--- src/logic/pbm_pkg.sv ---
// constants and carrier types for the port b/c/d/e alternate-function mux
package pbm_pkg;
	localparam logic [15:0] PBM_ADDR_IFACE_CFG = 16'he601;
	localparam logic [15:0] PBM_ADDR_FIFO2_CFG = 16'he618;
	localparam logic [15:0] PBM_ADDR_FIFO4_CFG = 16'he619;
	localparam logic [15:0] PBM_ADDR_FIFO6_CFG = 16'he61a;
	localparam logic [15:0] PBM_ADDR_FIFO8_CFG = 16'he61b;
	localparam logic [15:0] PBM_ADDR_PORT_C_SEL = 16'he671;
	localparam logic [15:0] PBM_ADDR_PORT_E_SEL = 16'he672;
	localparam logic [15:0] PBM_ADDR_DATA_B = 16'he6a0;
	localparam logic [15:0] PBM_ADDR_DATA_C = 16'he6a1;
	localparam logic [15:0] PBM_ADDR_DATA_D = 16'he6a2;
	localparam logic [15:0] PBM_ADDR_DATA_E = 16'he6a3;
	localparam logic [15:0] PBM_ADDR_OE_B = 16'he6a4;
	localparam logic [15:0] PBM_ADDR_OE_C = 16'he6a5;
	localparam logic [15:0] PBM_ADDR_OE_D = 16'he6a6;
	localparam logic [15:0] PBM_ADDR_OE_E = 16'he6a7;
	localparam logic [15:0] PBM_ADDR_PIN_STATUS = 16'he6a8;

	// interface configuration fields
	localparam int PBM_IFC_MODE_LO = 0;
	localparam int PBM_IFC_MODE_HI = 1;
	localparam int PBM_IFC_STATE_EN = 2;
	localparam logic [1:0] PBM_MODE_MASTER = 2'h2;
	// fifo configuration: word-width bit, and bits that read back as zero
	localparam int PBM_FCFG_WIDE = 0;
	localparam logic [7:0] PBM_FCFG_MASK = 8'h7d;
	localparam int PBM_NUM_FIFOS = 4;
	// port e pin positions
	localparam int PBM_PE_SER0 = 3;
	localparam int PBM_PE_SER1 = 4;
	localparam int PBM_PE_EXT_INTERRUPT_SIX = 5;
	localparam int PBM_PE_TIMER2_EXTERNAL_INPUT = 6;
	localparam int PBM_PE_ADDR8 = 7;
	// pin status register fields
	localparam int PBM_ST_B_FIFO = 0;
	localparam int PBM_ST_D_FIFO = 1;
	localparam int PBM_ST_STATE = 2;
	localparam int PBM_ST_ADDR_OK = 3;
	localparam logic [7:0] PBM_RESET_BYTE = 8'h00;

	// alternate outputs from the timer and serial blocks
	typedef struct packed {
		logic serial1_rx_output;
		logic serial0_rx_output;
		logic timer2_output;
		logic timer1_output;
		logic timer0_output;
	} pbm_alt_s;

	// one port's pin drive
	typedef struct packed {
		logic [7:0] out;
		logic [7:0] oe_n;
	} pbm_pin_s;
endpackage

--- src/logic/pbm_pin_cell.sv ---
// per-pin selection between port register drive and alternate function drive
`timescale 1ns/100ps
module pbm_pin_cell #(
	parameter int WIDTH = 8
) (
	input wire logic mclk,
	input wire logic srst,
	input wire logic [WIDTH-1:0] alt_sel,
	input wire logic [WIDTH-1:0] alt_val,
	input wire logic [WIDTH-1:0] alt_drive,
	input wire logic [WIDTH-1:0] gpio_val,
	input wire logic [WIDTH-1:0] gpio_oe,
	output logic [WIDTH-1:0] pin_out,
	output logic [WIDTH-1:0] pin_oe_n
);
	genvar i;
	generate
		for (i = 0; i < WIDTH; i++)
		begin : g_bit
			// port register drive is cut off entirely on an alternate pin
			wire out_next = alt_sel[i] ? alt_val[i] : gpio_val[i];
			wire oe_n_next = alt_sel[i] ? ~alt_drive[i] : ~gpio_oe[i];
			always_ff @(posedge mclk)
			begin
				if (srst)
				begin
					pin_out[i] <= 1'b0;
					pin_oe_n[i] <= 1'b1;
				end
				else
				begin
					pin_out[i] <= out_next;
					pin_oe_n[i] <= oe_n_next;
				end
			end
		end
	endgenerate
endmodule // pbm_pin_cell

--- src/logic/pbm_port_mux.sv ---
// alternate-function pin mux for ports b, c, d and e with its register file
`timescale 1ns/100ps
module pbm_port_mux (
	input wire logic mclk,
	input wire logic srst,
	input wire logic [15:0] reg_addr,
	input wire logic [7:0] reg_wdata,
	input wire logic reg_wr,
	input wire logic reg_rd,
	output logic [7:0] reg_rdata,
	input wire logic [7:0] port_b_in,
	output logic [7:0] port_b_out,
	output logic [7:0] port_b_oe_n,
	input wire logic [7:0] port_c_in,
	output logic [7:0] port_c_out,
	output logic [7:0] port_c_oe_n,
	input wire logic [7:0] port_d_in,
	output logic [7:0] port_d_out,
	output logic [7:0] port_d_oe_n,
	input wire logic [7:0] port_e_in,
	output logic [7:0] port_e_out,
	output logic [7:0] port_e_oe_n,
	input wire logic [15:0] fifo_data_bus_out,
	input wire logic fifo_data_bus_drive,
	output logic [15:0] fifo_data_bus_in,
	input wire logic [8:0] prog_iface_addr,
	input wire logic [2:0] iface_state,
	input wire pbm_pkg::pbm_alt_s alt_fn_out,
	output logic ext_interrupt_six,
	output logic timer2_external_input,
	output logic [1:0] iface_mode_field,
	output logic [3:0] fifo_16bit_sel
);
	logic [7:0] iface_cfg_reg;
	logic [7:0] fifo_cfg_reg [pbm_pkg::PBM_NUM_FIFOS];
	logic [7:0] port_c_sel_reg;
	logic [7:0] port_e_sel_reg;
	logic [7:0] data_b_reg;
	logic [7:0] data_c_reg;
	logic [7:0] data_d_reg;
	logic [7:0] data_e_reg;
	logic [7:0] oe_b_reg;
	logic [7:0] oe_c_reg;
	logic [7:0] oe_d_reg;
	logic [7:0] oe_e_reg;
	logic [7:0] rdata_reg;
	// two-stage synchronisers for all 32 pins; only the second stage is read
	logic [31:0] pin_meta_reg;
	logic [31:0] pin_sync_reg;

	wire [31:0] pin_raw = {port_e_in, port_d_in, port_c_in, port_b_in};
	wire [7:0] b_sync = pin_sync_reg[7:0];
	wire [7:0] c_sync = pin_sync_reg[15:8];
	wire [7:0] d_sync = pin_sync_reg[23:16];
	wire [7:0] e_sync = pin_sync_reg[31:24];

	// decoded configuration
	// mode 01 sets no upper bit, so it leaves ports b and d general
	wire mode_hi = iface_cfg_reg[pbm_pkg::PBM_IFC_MODE_HI];
	wire [1:0] mode_field = {mode_hi, iface_cfg_reg[pbm_pkg::PBM_IFC_MODE_LO]};
	wire state_en = iface_cfg_reg[pbm_pkg::PBM_IFC_STATE_EN];
	wire addr_valid = (mode_field == pbm_pkg::PBM_MODE_MASTER);
	wire [3:0] wide_bits;

	genvar f;
	generate
		for (f = 0; f < pbm_pkg::PBM_NUM_FIFOS; f++)
		begin : g_wide
			// each fifo's width comes only from its own register
			assign wide_bits[f] = fifo_cfg_reg[f][pbm_pkg::PBM_FCFG_WIDE];
		end
	endgenerate

	// port b follows the upper mode bit alone
	wire b_fifo = mode_hi;
	// port d needs a wide fifo too
	wire d_fifo = mode_hi & (|wide_bits);

	// address lines are forced low outside master mode rather than left
	// floating, so the pins stay deterministic
	wire [8:0] addr_gated = addr_valid ? prog_iface_addr : 9'h000;

	// port c: bit n carries address line n
	wire [7:0] c_alt_sel = port_c_sel_reg;
	wire [7:0] c_alt_val = addr_gated[7:0];

	// port e selection; no mode bits take part, so these pins behave the
	// same in every interface mode, except pin 7, whose address bit 8 is gated
	wire [2:0] e_low_sel = state_en ? 3'h7 : port_e_sel_reg[2:0];
	wire [2:0] e_timer_val = {alt_fn_out.timer2_output, alt_fn_out.timer1_output,
		alt_fn_out.timer0_output};
	// state outputs win over timer outputs on pins 2:0
	wire [2:0] e_low_val = state_en ? iface_state : e_timer_val;
	// pins 7:3 never depend on the state enable
	wire [7:0] e_alt_sel = {port_e_sel_reg[7:3], e_low_sel};
	// fixed pin order of port e alternate functions
	wire [7:0] e_alt_val;
	assign e_alt_val[2:0] = e_low_val;
	assign e_alt_val[pbm_pkg::PBM_PE_SER0] = alt_fn_out.serial0_rx_output;
	assign e_alt_val[pbm_pkg::PBM_PE_SER1] = alt_fn_out.serial1_rx_output;
	assign e_alt_val[pbm_pkg::PBM_PE_EXT_INTERRUPT_SIX] = 1'b0;
	assign e_alt_val[pbm_pkg::PBM_PE_TIMER2_EXTERNAL_INPUT] = 1'b0;
	// address bit 8 is gated the same way as port c
	assign e_alt_val[pbm_pkg::PBM_PE_ADDR8] = addr_gated[8];
	// pins 6 and 5 are alternate inputs, so the pin is released there
	wire [7:0] e_alt_drive = 8'h9f;

	// register bus decode
	wire sel_iface = (reg_addr == pbm_pkg::PBM_ADDR_IFACE_CFG);
	wire sel_f2 = (reg_addr == pbm_pkg::PBM_ADDR_FIFO2_CFG);
	wire sel_f4 = (reg_addr == pbm_pkg::PBM_ADDR_FIFO4_CFG);
	wire sel_f6 = (reg_addr == pbm_pkg::PBM_ADDR_FIFO6_CFG);
	wire sel_f8 = (reg_addr == pbm_pkg::PBM_ADDR_FIFO8_CFG);
	wire sel_csel = (reg_addr == pbm_pkg::PBM_ADDR_PORT_C_SEL);
	wire sel_esel = (reg_addr == pbm_pkg::PBM_ADDR_PORT_E_SEL);
	wire sel_db = (reg_addr == pbm_pkg::PBM_ADDR_DATA_B);
	wire sel_dc = (reg_addr == pbm_pkg::PBM_ADDR_DATA_C);
	wire sel_dd = (reg_addr == pbm_pkg::PBM_ADDR_DATA_D);
	wire sel_de = (reg_addr == pbm_pkg::PBM_ADDR_DATA_E);
	wire sel_ob = (reg_addr == pbm_pkg::PBM_ADDR_OE_B);
	wire sel_oc = (reg_addr == pbm_pkg::PBM_ADDR_OE_C);
	wire sel_od = (reg_addr == pbm_pkg::PBM_ADDR_OE_D);
	wire sel_oe = (reg_addr == pbm_pkg::PBM_ADDR_OE_E);
	wire sel_st = (reg_addr == pbm_pkg::PBM_ADDR_PIN_STATUS);
	wire [3:0] sel_fifo = {sel_f8, sel_f6, sel_f4, sel_f2};
	// bits 7 and 1 never store, so they always read back as zero
	wire [7:0] fifo_wdata = reg_wdata & pbm_pkg::PBM_FCFG_MASK;

	// status bits sit at fixed field positions; the upper nibble reads zero
	wire [7:0] pin_status;
	assign pin_status[7:4] = 4'h0;
	assign pin_status[pbm_pkg::PBM_ST_B_FIFO] = b_fifo;
	assign pin_status[pbm_pkg::PBM_ST_D_FIFO] = d_fifo;
	assign pin_status[pbm_pkg::PBM_ST_STATE] = state_en;
	assign pin_status[pbm_pkg::PBM_ST_ADDR_OK] = addr_valid;

	// port data reads show the synchronised pin, whatever drives it
	wire [7:0] rd_mux =
		sel_iface ? iface_cfg_reg :
		sel_f2 ? fifo_cfg_reg[0] :
		sel_f4 ? fifo_cfg_reg[1] :
		sel_f6 ? fifo_cfg_reg[2] :
		sel_f8 ? fifo_cfg_reg[3] :
		sel_csel ? port_c_sel_reg :
		sel_esel ? port_e_sel_reg :
		sel_db ? b_sync :
		sel_dc ? c_sync :
		sel_dd ? d_sync :
		sel_de ? e_sync :
		sel_ob ? oe_b_reg :
		sel_oc ? oe_c_reg :
		sel_od ? oe_d_reg :
		sel_oe ? oe_e_reg :
		sel_st ? pin_status :
		// a miss on every select reads as zero, so unmapped space is quiet
		8'h00;

	// both stages clear in reset, so pin reads show zero for two edges after it
	always_ff @(posedge mclk)
	begin
		if (srst)
		begin
			pin_meta_reg <= 32'h0000_0000;
			pin_sync_reg <= 32'h0000_0000;
		end
		else
		begin
			pin_meta_reg <= pin_raw;
			pin_sync_reg <= pin_meta_reg;
		end
	end

	always_ff @(posedge mclk)
	begin
		if (srst)
		begin
			iface_cfg_reg <= pbm_pkg::PBM_RESET_BYTE;
			port_c_sel_reg <= pbm_pkg::PBM_RESET_BYTE;
			port_e_sel_reg <= pbm_pkg::PBM_RESET_BYTE;
		end
		else if (reg_wr)
		begin
			// a write that matches no select is simply dropped
			if (sel_iface)
				iface_cfg_reg <= reg_wdata;
			if (sel_csel)
				port_c_sel_reg <= reg_wdata;
			if (sel_esel)
				port_e_sel_reg <= reg_wdata;
		end
	end

	generate
		for (f = 0; f < pbm_pkg::PBM_NUM_FIFOS; f++)
		begin : g_fcfg
			always_ff @(posedge mclk)
			begin
				if (srst)
					fifo_cfg_reg[f] <= pbm_pkg::PBM_RESET_BYTE;
				else if (reg_wr && sel_fifo[f])
					fifo_cfg_reg[f] <= fifo_wdata;
			end
		end
	endgenerate

	// port data and enable registers always store; whether they reach the
	// pin is decided per pin in the cells
	always_ff @(posedge mclk)
	begin
		if (srst)
		begin
			data_b_reg <= pbm_pkg::PBM_RESET_BYTE;
			data_c_reg <= pbm_pkg::PBM_RESET_BYTE;
			data_d_reg <= pbm_pkg::PBM_RESET_BYTE;
			data_e_reg <= pbm_pkg::PBM_RESET_BYTE;
			oe_b_reg <= pbm_pkg::PBM_RESET_BYTE;
			oe_c_reg <= pbm_pkg::PBM_RESET_BYTE;
			oe_d_reg <= pbm_pkg::PBM_RESET_BYTE;
			oe_e_reg <= pbm_pkg::PBM_RESET_BYTE;
		end
		else if (reg_wr)
		begin
			if (sel_db)
				data_b_reg <= reg_wdata;
			if (sel_dc)
				data_c_reg <= reg_wdata;
			if (sel_dd)
				data_d_reg <= reg_wdata;
			if (sel_de)
				data_e_reg <= reg_wdata;
			if (sel_ob)
				oe_b_reg <= reg_wdata;
			if (sel_oc)
				oe_c_reg <= reg_wdata;
			if (sel_od)
				oe_d_reg <= reg_wdata;
			if (sel_oe)
				oe_e_reg <= reg_wdata;
		end
	end

	// read data stands only in the cycle after the strobe
	always_ff @(posedge mclk)
	begin
		if (srst)
			rdata_reg <= 8'h00;
		else if (reg_rd)
			rdata_reg <= rd_mux;
		else
			rdata_reg <= 8'h00;
	end
	assign reg_rdata = rdata_reg;

	// alternate inputs are fed from the pin even in gpio or output use,
	// so firmware driving pin 5 can raise its own interrupt
	assign ext_interrupt_six = e_sync[pbm_pkg::PBM_PE_EXT_INTERRUPT_SIX];
	assign timer2_external_input = e_sync[pbm_pkg::PBM_PE_TIMER2_EXTERNAL_INPUT];
	assign fifo_data_bus_in = {d_sync, b_sync};
	assign iface_mode_field = mode_field;
	assign fifo_16bit_sel = wide_bits;

	// each cell hands back one port's drive as a single carrier
	wire pbm_pkg::pbm_pin_s drive_b;
	wire pbm_pkg::pbm_pin_s drive_c;
	wire pbm_pkg::pbm_pin_s drive_d;
	wire pbm_pkg::pbm_pin_s drive_e;

	pbm_pin_cell #(
		.WIDTH(8)
	) u_cell_b (
		.mclk(mclk),
		.srst(srst),
		.alt_sel({8{b_fifo}}),
		.alt_val(fifo_data_bus_out[7:0]),
		.alt_drive({8{fifo_data_bus_drive}}),
		.gpio_val(data_b_reg),
		.gpio_oe(oe_b_reg),
		.pin_out(drive_b.out),
		.pin_oe_n(drive_b.oe_n)
	);

	pbm_pin_cell #(
		.WIDTH(8)
	) u_cell_c (
		.mclk(mclk),
		.srst(srst),
		.alt_sel(c_alt_sel),
		.alt_val(c_alt_val),
		.alt_drive(8'hff),
		.gpio_val(data_c_reg),
		.gpio_oe(oe_c_reg),
		.pin_out(drive_c.out),
		.pin_oe_n(drive_c.oe_n)
	);

	pbm_pin_cell #(
		.WIDTH(8)
	) u_cell_d (
		.mclk(mclk),
		.srst(srst),
		.alt_sel({8{d_fifo}}),
		.alt_val(fifo_data_bus_out[15:8]),
		.alt_drive({8{fifo_data_bus_drive}}),
		.gpio_val(data_d_reg),
		.gpio_oe(oe_d_reg),
		.pin_out(drive_d.out),
		.pin_oe_n(drive_d.oe_n)
	);

	pbm_pin_cell #(
		.WIDTH(8)
	) u_cell_e (
		.mclk(mclk),
		.srst(srst),
		.alt_sel(e_alt_sel),
		.alt_val(e_alt_val),
		.alt_drive(e_alt_drive),
		.gpio_val(data_e_reg),
		.gpio_oe(oe_e_reg),
		.pin_out(drive_e.out),
		.pin_oe_n(drive_e.oe_n)
	);

	assign port_b_out = drive_b.out;
	assign port_b_oe_n = drive_b.oe_n;
	assign port_c_out = drive_c.out;
	assign port_c_oe_n = drive_c.oe_n;
	assign port_d_out = drive_d.out;
	assign port_d_oe_n = drive_d.oe_n;
	assign port_e_out = drive_e.out;
	assign port_e_oe_n = drive_e.oe_n;
endmodule // pbm_port_mux

--- config.mk ---
export PLATFORM = sky130hd
export DESIGN_NAME = pbm_port_mux
export DESIGN_NICKNAME = d
export VERILOG_FILES = /design/src/logic/pbm_pkg.sv /design/src/logic/pbm_pin_cell.sv /design/src/logic/pbm_port_mux.sv
export SDC_FILE = /design/constraint.sdc
export NUM_CORES = 1
export LEC_CHECK = 0
export CORE_MARGIN = 3
export CORE_UTILIZATION = 25
export CTS_CLUSTER_SIZE = 16
export DETAILED_ROUTE_END_ITERATION = 8
export DONT_BUFFER_PORTS = 1
export GPL_TIMING_DRIVEN = 0
export PLACE_DENSITY = 0.41
export SYNTH_ARGS = -nofsm -noshare
export SYNTH_HDL_FRONTEND = slang
export SYNTH_HIERARCHICAL = 1
export SYNTH_SLANG_ARGS = --single-unit
--- constraint.sdc ---
create_clock -name mclk -period 2.4 [get_ports mclk]
set_clock_uncertainty 0.05 [all_clocks]
set_input_delay 0.48 -clock mclk [delete_from_list [all_inputs] [get_ports mclk]]
set_output_delay 0.48 -clock mclk [all_outputs]
set_load 0.01 [all_outputs]
==> qor.yml, run 1 <==
outcome: "finished clean"
ys_dominant_reg_cell: "dfxtp_1"
cts.clk_slew.worst_paths_ps: 60
die-area_sq_um: 43400
drive_above_1_share_pct: 12.59
rsz0062_at_grt: "no"
drt-total-wl_microns: 36850
critPathKind: "reg2reg"
max_freq_mhz: 435.0
wl_per_cell_microns: 22.14
ys_seq_elements: 248
grt_pass1_vias: 7773
cts_max_level: 1
area_growth_syn_to_layout_pct: 22.01
postCtsSetupRepairBufs: 0
ant_nets: 0
initial_core_util_pct: 25.52
gp_congestion: 0.9240
fp.dieW_microns: 208.3
syn-instance-count: 1021
grt-ovfl-total: 0
period_needed_ps: 2299
drc: 0
grt_max_degree: 25
dr.pass1.iters: 5
tritoncts: "yes"
hpwl_microns: 27040
setup_viol: 0
holdCritPathClass: "in2reg"
synth_edf_count: 24
maxSlewHeadroom_pct: 39.17
fin_nets: 1209
timing.final.crit_share_pct: 95.78
postLayoutCellArea_sq_um: 12490
drtIter0Drc: 516
whs_ps: 20.77
p_leak_nw: 4.408
ff2ff_setup_slack_ps: 100
syn_area_sq_um: 10230
cp-end-kind: "register"
port_buffers: 0
grt_util_all_layers_pct: 16.42
arrival_ps: 2710
cts_buffers: 29
cts_root_buf: "clkbuf_16"
p_per_area_nw_per_um2: 757.4
syn_avg_cell_area_sq_um: 10.02
antenna_found_initial: 4
io_pins: 190
vias: 7602
final_common_cell: "dfxtp_1"
drv_cap: 0
clkSinkCount: 248
ys_types: 67
routed_via_density: 4.569
critPathMaxFanout: 23
num_rows: 73
maxSlewViolCount: 0
ys_warn_count: 6
placed_area_sq_um: 10950
worstSetupStartpointType: "register"
seq_area_frac_synth_pct: 50.86
clock_latency_ps: 570
critPathRequiredTime_ps: 2810
async_flop_share_pct: 0
grt_pass1_wl_microns: 53550
timing.final.hold_violations: 0
tightest_slew_ps: 909.4
worst_ir_drop_vdd_v: 0.0005137
clockBufferDepth: 3
final_cell_mix: "dfxtp_1 (223), mux2i_1 (126), nor2_1 (102), nand2_1 (75), nor2b_1 (70)"
core_area_sq_um: 40100
die_h_microns: 208.3
-- worst max-delay path, stage by stage (launching register included) --
cell and delay, ps:
dfxtp_4 630, o41a_4 500, a21oi_1 150, a2bb2oi_1 190
o31a_1 360, nor4_4 320
-- cells by family (layout without fill, tap and decap cells) --
group	count (synthesis)	after routing	synth area share (%)
compound gates	164	164	9.610
buf+inv	84	183	4.634
flops	248	248	50.86
mux	139	139	13.97
other cells	2	21	0.07339
simple gates	384	384	20.85
-- metal layers --
layer	part of all wire [%]	track usage [%]
met1	47	22.88
met2	44	25.37
met3	7.2	4.418
met4	2.3	3.883
met5	0.035	0
-- power by group --
| group | switching (mW) | internal (mW) |
|---|---|---|
| logic | 0.294 | 0.192 |
| registers | 0.0306 | 4.25 |
| clock network | 1.84 | 2.85 |
-- per-stage QoR --
| step | total power, mW | util (%) | TNS (ps) | setup WS, ps | std cells |
|---|---|---|---|---|---|
| 2_1_floorplan | 4.634 | - | 0 | 79.51 | 1037 |
| 3_3_place_gp | 4.787 | 27.31 | -18380 | -1018 | 1562 |
| 3_5_place_dp | 4.786 | 27.31 | -20030 | -1032 | 1562 |
| 4_1_cts | 9.576 | 31.12 | 0 | 41.81 | 1661 |
| 5_1_grt | 9.766 | 31.13 | 0 | 17.53 | 1663 |
| 6_report | 9.457 | 31.14 | 0 | 101.2 | 1664 |
-- path summary, 6_finish.rpt --
path / startpoint / end / cells after the start
max: iface_cfg_reg[1]$_SDFFE_PP0P_ / reg_rdata[1]$_SDFF_PP0_ / 5
min: port_e_in[0] / pin_meta_reg[24]$_SDFF_PP0_ / 1
min reg2reg: pin_meta_reg[21]$_SDFF_PP0_ / pin_sync_reg[21]$_SDFF_PP0_ / 1
max reg2reg: iface_cfg_reg[1]$_SDFFE_PP0P_ / reg_rdata[1]$_SDFF_PP0_ / 5
-- final cells by class --
| class | count | area [sq um] |
|---|---|---|
| Clock inverter | 12 | 165.2 |
| Inverter | 3 | 11.26 |
| Buffer | 81 | 462.9 |
| Sequential cell | 248 | 5209 |
| Tap cell | 525 | 656.9 |
| Timing Repair Buffer | 47 | 470.5 |
| Clock buffer | 40 | 867.1 |
| Fill cell | 4189 | 27610 |
| Antenna cell | 3 | 7.507 |
| Multi-Input combinational cell | 705 | 4636 |
-- cells in the mapped netlist (7+ instances only) --
master    count  area share (%)
a21oi_1      64             3.1
a31oi_1       7            0.43
and2_1       36             2.2
buf_2        16            0.78
buf_4        25             1.8
clkbuf_1     34             1.2
dfxtp_1     224              44
edfxtp_1     24             7.0
mux2_2       11             1.2
mux2i_1     126              12
nand2_1      75             2.8
nand2b_1      9            0.55
nor2_1      102             3.7
nor2b_1      71             4.3
o21ai_0      43             2.1
or2_1        33             2.0
-- what timing repair did --
| item | CTS | global route |
|---|---|---|
| hold endpoints to repair | 83 | 0 |
| setup endpoints to repair | 29 | 0 |
| hold buffers | 47 | 0 |
| gates resized for setup | 5 | 0 |
Power figures use the tool's default switching activity.
==> run 2: changes to the inputs <==
--- a/config.mk
+++ b/config.mk
@@ -12,6 +12,7 @@
 export DONT_BUFFER_PORTS = 1
 export GPL_TIMING_DRIVEN = 0
 export PLACE_DENSITY = 0.41
+export SETUP_SLACK_MARGIN = 0.5
 export SYNTH_ARGS = -nofsm -noshare
 export SYNTH_HDL_FRONTEND = slang
 export SYNTH_HIERARCHICAL = 1
==> constraint.sdc (replaced) <==
create_clock -name mclk -period 2.05 [get_ports mclk]
set_clock_uncertainty 0.05 [all_clocks]
set_input_delay 0.41 -clock mclk [delete_from_list [all_inputs] [get_ports mclk]]
set_output_delay 0.41 -clock mclk [all_outputs]
set_load 0.01 [all_outputs]
==> qor.yml, run 2 (same netlist as run 1, synthesis figures left out) <==
internal_power_mw: 8.512  # +17%
crit_cells: 5  # unchanged
vias: 7971  # +4.9%
min-delay-start: "fifo_data_bus_drive"
crit_family: "compound AO/OA/AOI/OAI gates"
drv_cap: 0  # unchanged
power_mw: 11.07  # +17%
fin_nets: 1253  # +3.6%
ff2ff_setup_slack_ps: 230  # +130 ps
setup_slack_ps: 230.2  # +129.0 ps
hpwl_microns: 27350  # +1.2%
seq_power_share_pct: 45.2  # about the same
drtIter0Drc: 643  # +25%
worst_ir_drop_vdd_v: 0.0005729  # +12%
clockBufferDepth: 3  # unchanged
ant_nets: 0  # unchanged
cts_root_buf: "clkbuf_16"
period_needed_ps: 1820  # -479.0 ps
cts_buffers: 30  # +3.4%
setup_viol: 0  # unchanged
path_cells: "o41a_4 > a21oi_4 > a2bb2oi_2 > o31a_1 > nor4_4"
reg2reg_to: "reg_rdata[1]$_SDFF_PP0_"
clkSinkCount: 248  # unchanged
postLayoutCellArea_sq_um: 13500  # +8.1%
io_pins: 190  # unchanged
clock_latency_ps: 580  # about the same
holdCritPathClass: "in2reg"
whs_path_depth: 2  # +1
outcome: "finished clean"
timing.final.hold_violations: 0  # unchanged
routed_via_density: 4.672  # +2.3%
worstSetupStartpointType: "register"
crit_buf_inv: 0  # unchanged
grt-ovfl-total: 0  # unchanged
cts_max_level: 1  # unchanged
critPathRequiredTime_ps: 2440  # -370 ps
r2r-start: "fifo_cfg_reg[2][0]$_SDFFCE_PN0P_"
final_cells: 1706  # +2.5%
maxSlewHeadroom_pct: 30.82  # -8.3 points
critPathMaxFanout: 3  # -87%
drt-total-wl_microns: 38080  # +3.3%
switching_share_pct: 23.11  # +0.24 points
drive_above_1_share_pct: 22.10  # +9.5 points
placed_area_sq_um: 11130  # +1.6%
area_growth_syn_to_layout_pct: 31.92
worstHoldEndpoint: "u_cell_b/pin_oe_n[6]$_SDFF_PP1_"
timing.final.crit_share_pct: 88.77  # -7.0 points
final_cell_mix: "dfxtp_1 (194), mux2i_1 (123), nor2_1 (92), nand2_1 (73), nor2b_1 (69)"
port_buffers: 0  # unchanged
gp_congestion: 0.9257  # +0.18%
die-area_sq_um: 43400  # unchanged
core_area_sq_um: 40100  # unchanged
maxSlewViolCount: 0  # unchanged
max_freq_mhz: 549.5  # +26%
dr.pass1.iters: 7  # +2
p_per_area_nw_per_um2: 820.0  # +8.3%
grt_pass1_vias: 7876  # +1.3%
power_frac_comb_pct: 6.2  # +1.1 points
die_h_microns: 208.3  # unchanged
fp.dieW_microns: 208.3  # unchanged
setup_tns_ps: 0  # unchanged
grt_max_degree: 28  # +12%
crit_slowest_cell: "o41a_4"
pre_cts_slack_ps: -667.0  # +365.2 ps
p_leak_nw: 4.849  # +10%
cp-end-kind: "register"
grt_util_all_layers_pct: 16.81  # +0.39 points
antenna_found_initial: 0  # -4
tightest_slew_ps: 1038  # +128.2 ps
switching_power_mw: 2.559  # +18%
grt_pass1_wl_microns: 54930  # +2.6%
critPathKind: "reg2reg"
r2r_cells: 5  # unchanged
final_common_cell: "dfxtp_1"
cts.clk_slew.worst_paths_ps: 60  # about the same
wl_per_cell_microns: 22.32  # +0.80%
cp_slowest_stage_delay_ps: 560  # -70 ps
initial_core_util_pct: 25.52  # unchanged
rsz0062_at_grt: "yes"
antenna_cells: 0  # -3
clkPwrFrac_pct: 48.6  # -1.0 points
arrival_ps: 2210  # -500 ps
tritoncts: "yes"
nFillCells: 4134  # -1.3%
final_core_util_pct: 33.67  # +2.5 points
num_rows: 73  # unchanged
dpl.cell_count: 1562  # unchanged
drc: 0  # unchanged
whs_ps: 25.75  # +4.977 ps
## run 2: changes by cell type in the layout (fill, tap and decap cells not counted), moves of 11 or more
cell	delta
o21ai_0	-11
buf_6	+12
buf_4	+19
dfxtp_1	-29
dfxtp_2	+23
buf_2	-12
dlygate4sd3_1	+13
## run 2: final cells by class
type                       instances  area (sq um)  share of cell area [%]
inverter                           3         11.26                 0.08341
sequential                       248          5260                   38.96
clock inverter                    14         171.4                   1.270
buffer                            81         620.6                   4.597
timing repair buffer              90         905.9                   6.710
clock buffer                      40         839.6                   6.219
multi-input combinational        705          5035                   37.29
tap                              525         656.9                   4.866
## run 2: worst max-delay path by stage
stage | to | slack [ps] | start
2_1_floorplan | fifo_cfg_reg[0][0]$_SDFFCE_PN0P_ | 110 | reg_addr[11]
3_3_place_gp | reg_rdata[3]$_SDFF_PP0_ | -700 | iface_cfg_reg[1]$_SDFFE_PP0P_
3_5_place_dp | reg_rdata[3]$_SDFF_PP0_ | -670 | iface_cfg_reg[1]$_SDFFE_PP0P_
4_1_cts | reg_rdata[1]$_SDFF_PP0_ | 280 | fifo_cfg_reg[0][0]$_SDFFCE_PN0P_
5_1_grt | reg_rdata[1]$_SDFF_PP0_ | 200 | fifo_cfg_reg[2][0]$_SDFFCE_PN0P_
6_report | reg_rdata[1]$_SDFF_PP0_ | 230 | fifo_cfg_reg[2][0]$_SDFFCE_PN0P_
## run 2: metal layers
metal	routed length, microns	track usage, %	up-vias	share of wire (%)
met5	0	0	-	0
met4	779	3.395	0	2.0
met3	2431	3.483	50	6.4
met2	16870	26.18	305	44
met1	18000	24.14	3848	47
li1	-	-	3768	-
## run 2: power groups by stage
stage                     clock (mW)  combinational (mW)  sequential [mW]
final                           5.38               0.684             5.00
after global routing            5.72               0.732             5.01
after CTS                       5.53               0.664             5.01
after detailed placement           0               0.513             5.12
after global placement             0               0.515             5.12
after floorplan                    0               0.346             5.10
## run 2: what timing repair did
item / in CTS / in global routing
hold buffers: 61 / 0
resized for setup: 78 / 57
buffers inserted: 18 / 10
endpoints found under the hold margin: 120 / 0
setup endpoints to repair: 155 / 141
pin swaps: 15 / 14
gates cloned: 0 / 1
==> run 3: changes to the inputs <==
==> constraint.sdc (replaced) <==
create_clock -name mclk -period 1.5 [get_ports mclk]
set_clock_uncertainty 0.05 [all_clocks]
set_input_delay 0.3 -clock mclk [delete_from_list [all_inputs] [get_ports mclk]]
set_output_delay 0.3 -clock mclk [all_outputs]
set_load 0.01 [all_outputs]
==> qor.yml, run 3 (same netlist as run 1, synthesis figures left out) <==
critPathRequiredTime_ps: 1880  # -560 ps
wl_met1_microns: 18420  # +2.3%
clkSinkCount: 248  # unchanged
final_common_cell: "mux2i_1"
p_per_area_nw_per_um2: 985.0  # +20%
ctsHoldBuffers: 80  # +31%
worstSetupStartpointType: "register"
wl_met3_microns: 2666  # +9.7%
final_core_util_pct: 37.07  # +3.4 points
cp-startpoint: "fifo_cfg_reg[2][0]$_SDFFCE_PN0P_"
path_cells: "o41a_4 > a21oi_4 > a2bb2oi_2 > o31a_1 > nor4_4"
num_rows: 73  # unchanged
cp_slowest_stage_delay_ps: 550  # about the same
setup_viol: 35  # +35
maxSlewHeadroom_pct: 35.21  # +4.4 points
grt_util_all_layers_pct: 18.11  # +1.3 points
ff2ff_setup_slack_ps: -320  # -550 ps
drive_above_1_share_pct: 39.39  # +17 points
cts_max_level: 1  # unchanged
antenna_found_initial: 1  # +1
die_h_microns: 208.3  # unchanged
cts.clk_slew.worst_paths_ps: 60  # about the same
maxSlewViolCount: 0  # unchanged
routed_via_density: 4.652  # -0.44%
drtIter0Drc: 494  # -23%
gp_congestion: 0.8929  # -3.5%
reg2reg_to: "reg_rdata[1]$_SDFF_PP0_"
final_cell_mix: "mux2i_1 (119), dfxtp_2 (103), dfxtp_1 (100), nor2_1 (91), dlygate4sd3_1 (73)"
crit_slowest_cell: "o41a_4"
port_buffers: 0  # unchanged
fin_nets: 1312  # +4.7%
initial_core_util_pct: 25.52  # unchanged
grt_pass1_vias: 8224  # +4.4%
worst_ir_drop_vdd_v: 0.0007686  # +34%
setup_slack_ps: -316.1  # -546.3 ps
highest_layer: "met5"
tritoncts: "yes"
max_freq_mhz: 550.6  # +0.21%
grt-ovfl-total: 0  # unchanged
tightest_slew_ps: 971.8  # -65.90 ps
grt_pass1_wl_microns: 58370  # +6.3%
rsz0062_at_grt: "yes"
critPathKind: "reg2reg"
r2r_cells: 5  # unchanged
timing.final.hold_violations: 4  # +4
wl_per_cell_microns: 23.23  # +4.1%
ant_nets: 0  # unchanged
clock_latency_ps: 570  # about the same
cts_root_buf: "clkbuf_16"
drt-total-wl_microns: 40970  # +7.6%
drc: 0  # unchanged
clockBufferDepth: 3  # unchanged
critPathMaxFanout: 3  # unchanged
grt_max_degree: 17  # -39%
cts_buffers: 29  # -3.3%
core_area_sq_um: 40100  # unchanged
setup_tns_ps: -3708  # -3708 ps
min-delay-start: "reg_wr"
timing.final.crit_share_pct: 121.1  # +32 points
vias: 8206  # +2.9%
whs_ps: -21.71  # -47.46 ps
antenna_cells: 0  # unchanged
cp-end-kind: "register"
wl_met2_microns: 18750  # +11%
hpwl_microns: 27850  # +1.8%
arrival_ps: 2200  # about the same
outcome: "finished, violations left"
whs_path_depth: 4  # +2
holdCritPathClass: "in2reg"
failed_checks: "negative hold slack, negative setup slack"
dr.pass1.iters: 5  # -2
die-area_sq_um: 43400  # unchanged
fp.dieW_microns: 208.3  # unchanged
worstHoldEndpoint: "oe_c_reg[1]$_SDFFE_PP0P_"
period_needed_ps: 1816  # -3.741 ps
io_pins: 190  # unchanged
area_growth_syn_to_layout_pct: 45.24
drv_cap: 0  # unchanged
r2r-start: "fifo_cfg_reg[2][0]$_SDFFCE_PN0P_"
p_leak_nw: 5.323  # +9.8%
-- run 3: changes by cell type in the layout (fill, tap and decap cells not counted), moves of 18 or more --
cell | previous run | this run
dfxtp_1 | 194 | 100
dfxtp_2 | 23 | 103
buf_6 | 18 | 48
nand2_1 | 73 | 49
a21oi_1 | 58 | 37
a21oi_2 | 5 | 23
-- run 3: per-layer routing --
layer	up-vias	global-route usage, %
li1	3892	-
met1	3945	24.53
met2	301	29.17
met3	66	4.056
met4	2	4.836
met5	-	0
-- run 3: layout make-up --
cell class,count,area [sq um]
Timing Repair Buffer,149,1572
Clock inverter,8,51.30
Fill cell,4011,25230
Clock buffer,44,843.3
Inverter,3,11.26
Tap cell,525,656.9
Multi-Input combinational cell,706,5593
Sequential cell,248,5413
Buffer,81,723.2
-- run 3: power by group --
group          switching [mW]  internal, mW
logic                   0.631         0.479
clock network            2.85          3.86
registers              0.0504          6.77
total                    3.53          11.1
-- run 3: worst max-delay path: cells and delay by family (launching register included) --
| kind | cells | cell delay (ps) |
|---|---|---|
| DFF | 1 | 420 |
| and+or+nand+nor | 1 | 80 |
| AOI/OAI and AO/OA | 4 | 1150 |
-- run 3: worst max path at each step --
stage,cells past startpoint,endpoint
floorplan,6,fifo_cfg_reg[0][0]$_SDFFCE_PN0P_
finish,5,reg_rdata[1]$_SDFF_PP0_
global placement,8,reg_rdata[5]$_SDFF_PP0_
detailed placement,8,reg_rdata[5]$_SDFF_PP0_
CTS,5,reg_rdata[1]$_SDFF_PP0_
global route,5,reg_rdata[1]$_SDFF_PP0_
-- run 3: per-stage QoR --
| step | power, mW | cell area, sq um | std cells | setup WS [ps] |
|---|---|---|---|---|
| after floorplan | 7.444 | 10520 | 1037 | -330.6 |
| after global placement | 7.707 | 11180 | 1562 | -1009 |
| after detailed placement | 7.706 | 11180 | 1562 | -1022 |
| after CTS | 14.79 | 14130 | 1739 | -298.9 |
| after global routing | 15.16 | 14860 | 1764 | -319.7 |
| final | 14.64 | 14860 | 1764 | -316.1 |
-- run 3: what timing repair did --
action	in CTS	in global routing
gates resized for setup	281	149
buffers inserted	42	23
pin swaps	47	79
hold endpoints to repair	140	4
endpoints found under the setup margin	293	301
cloned	3	2
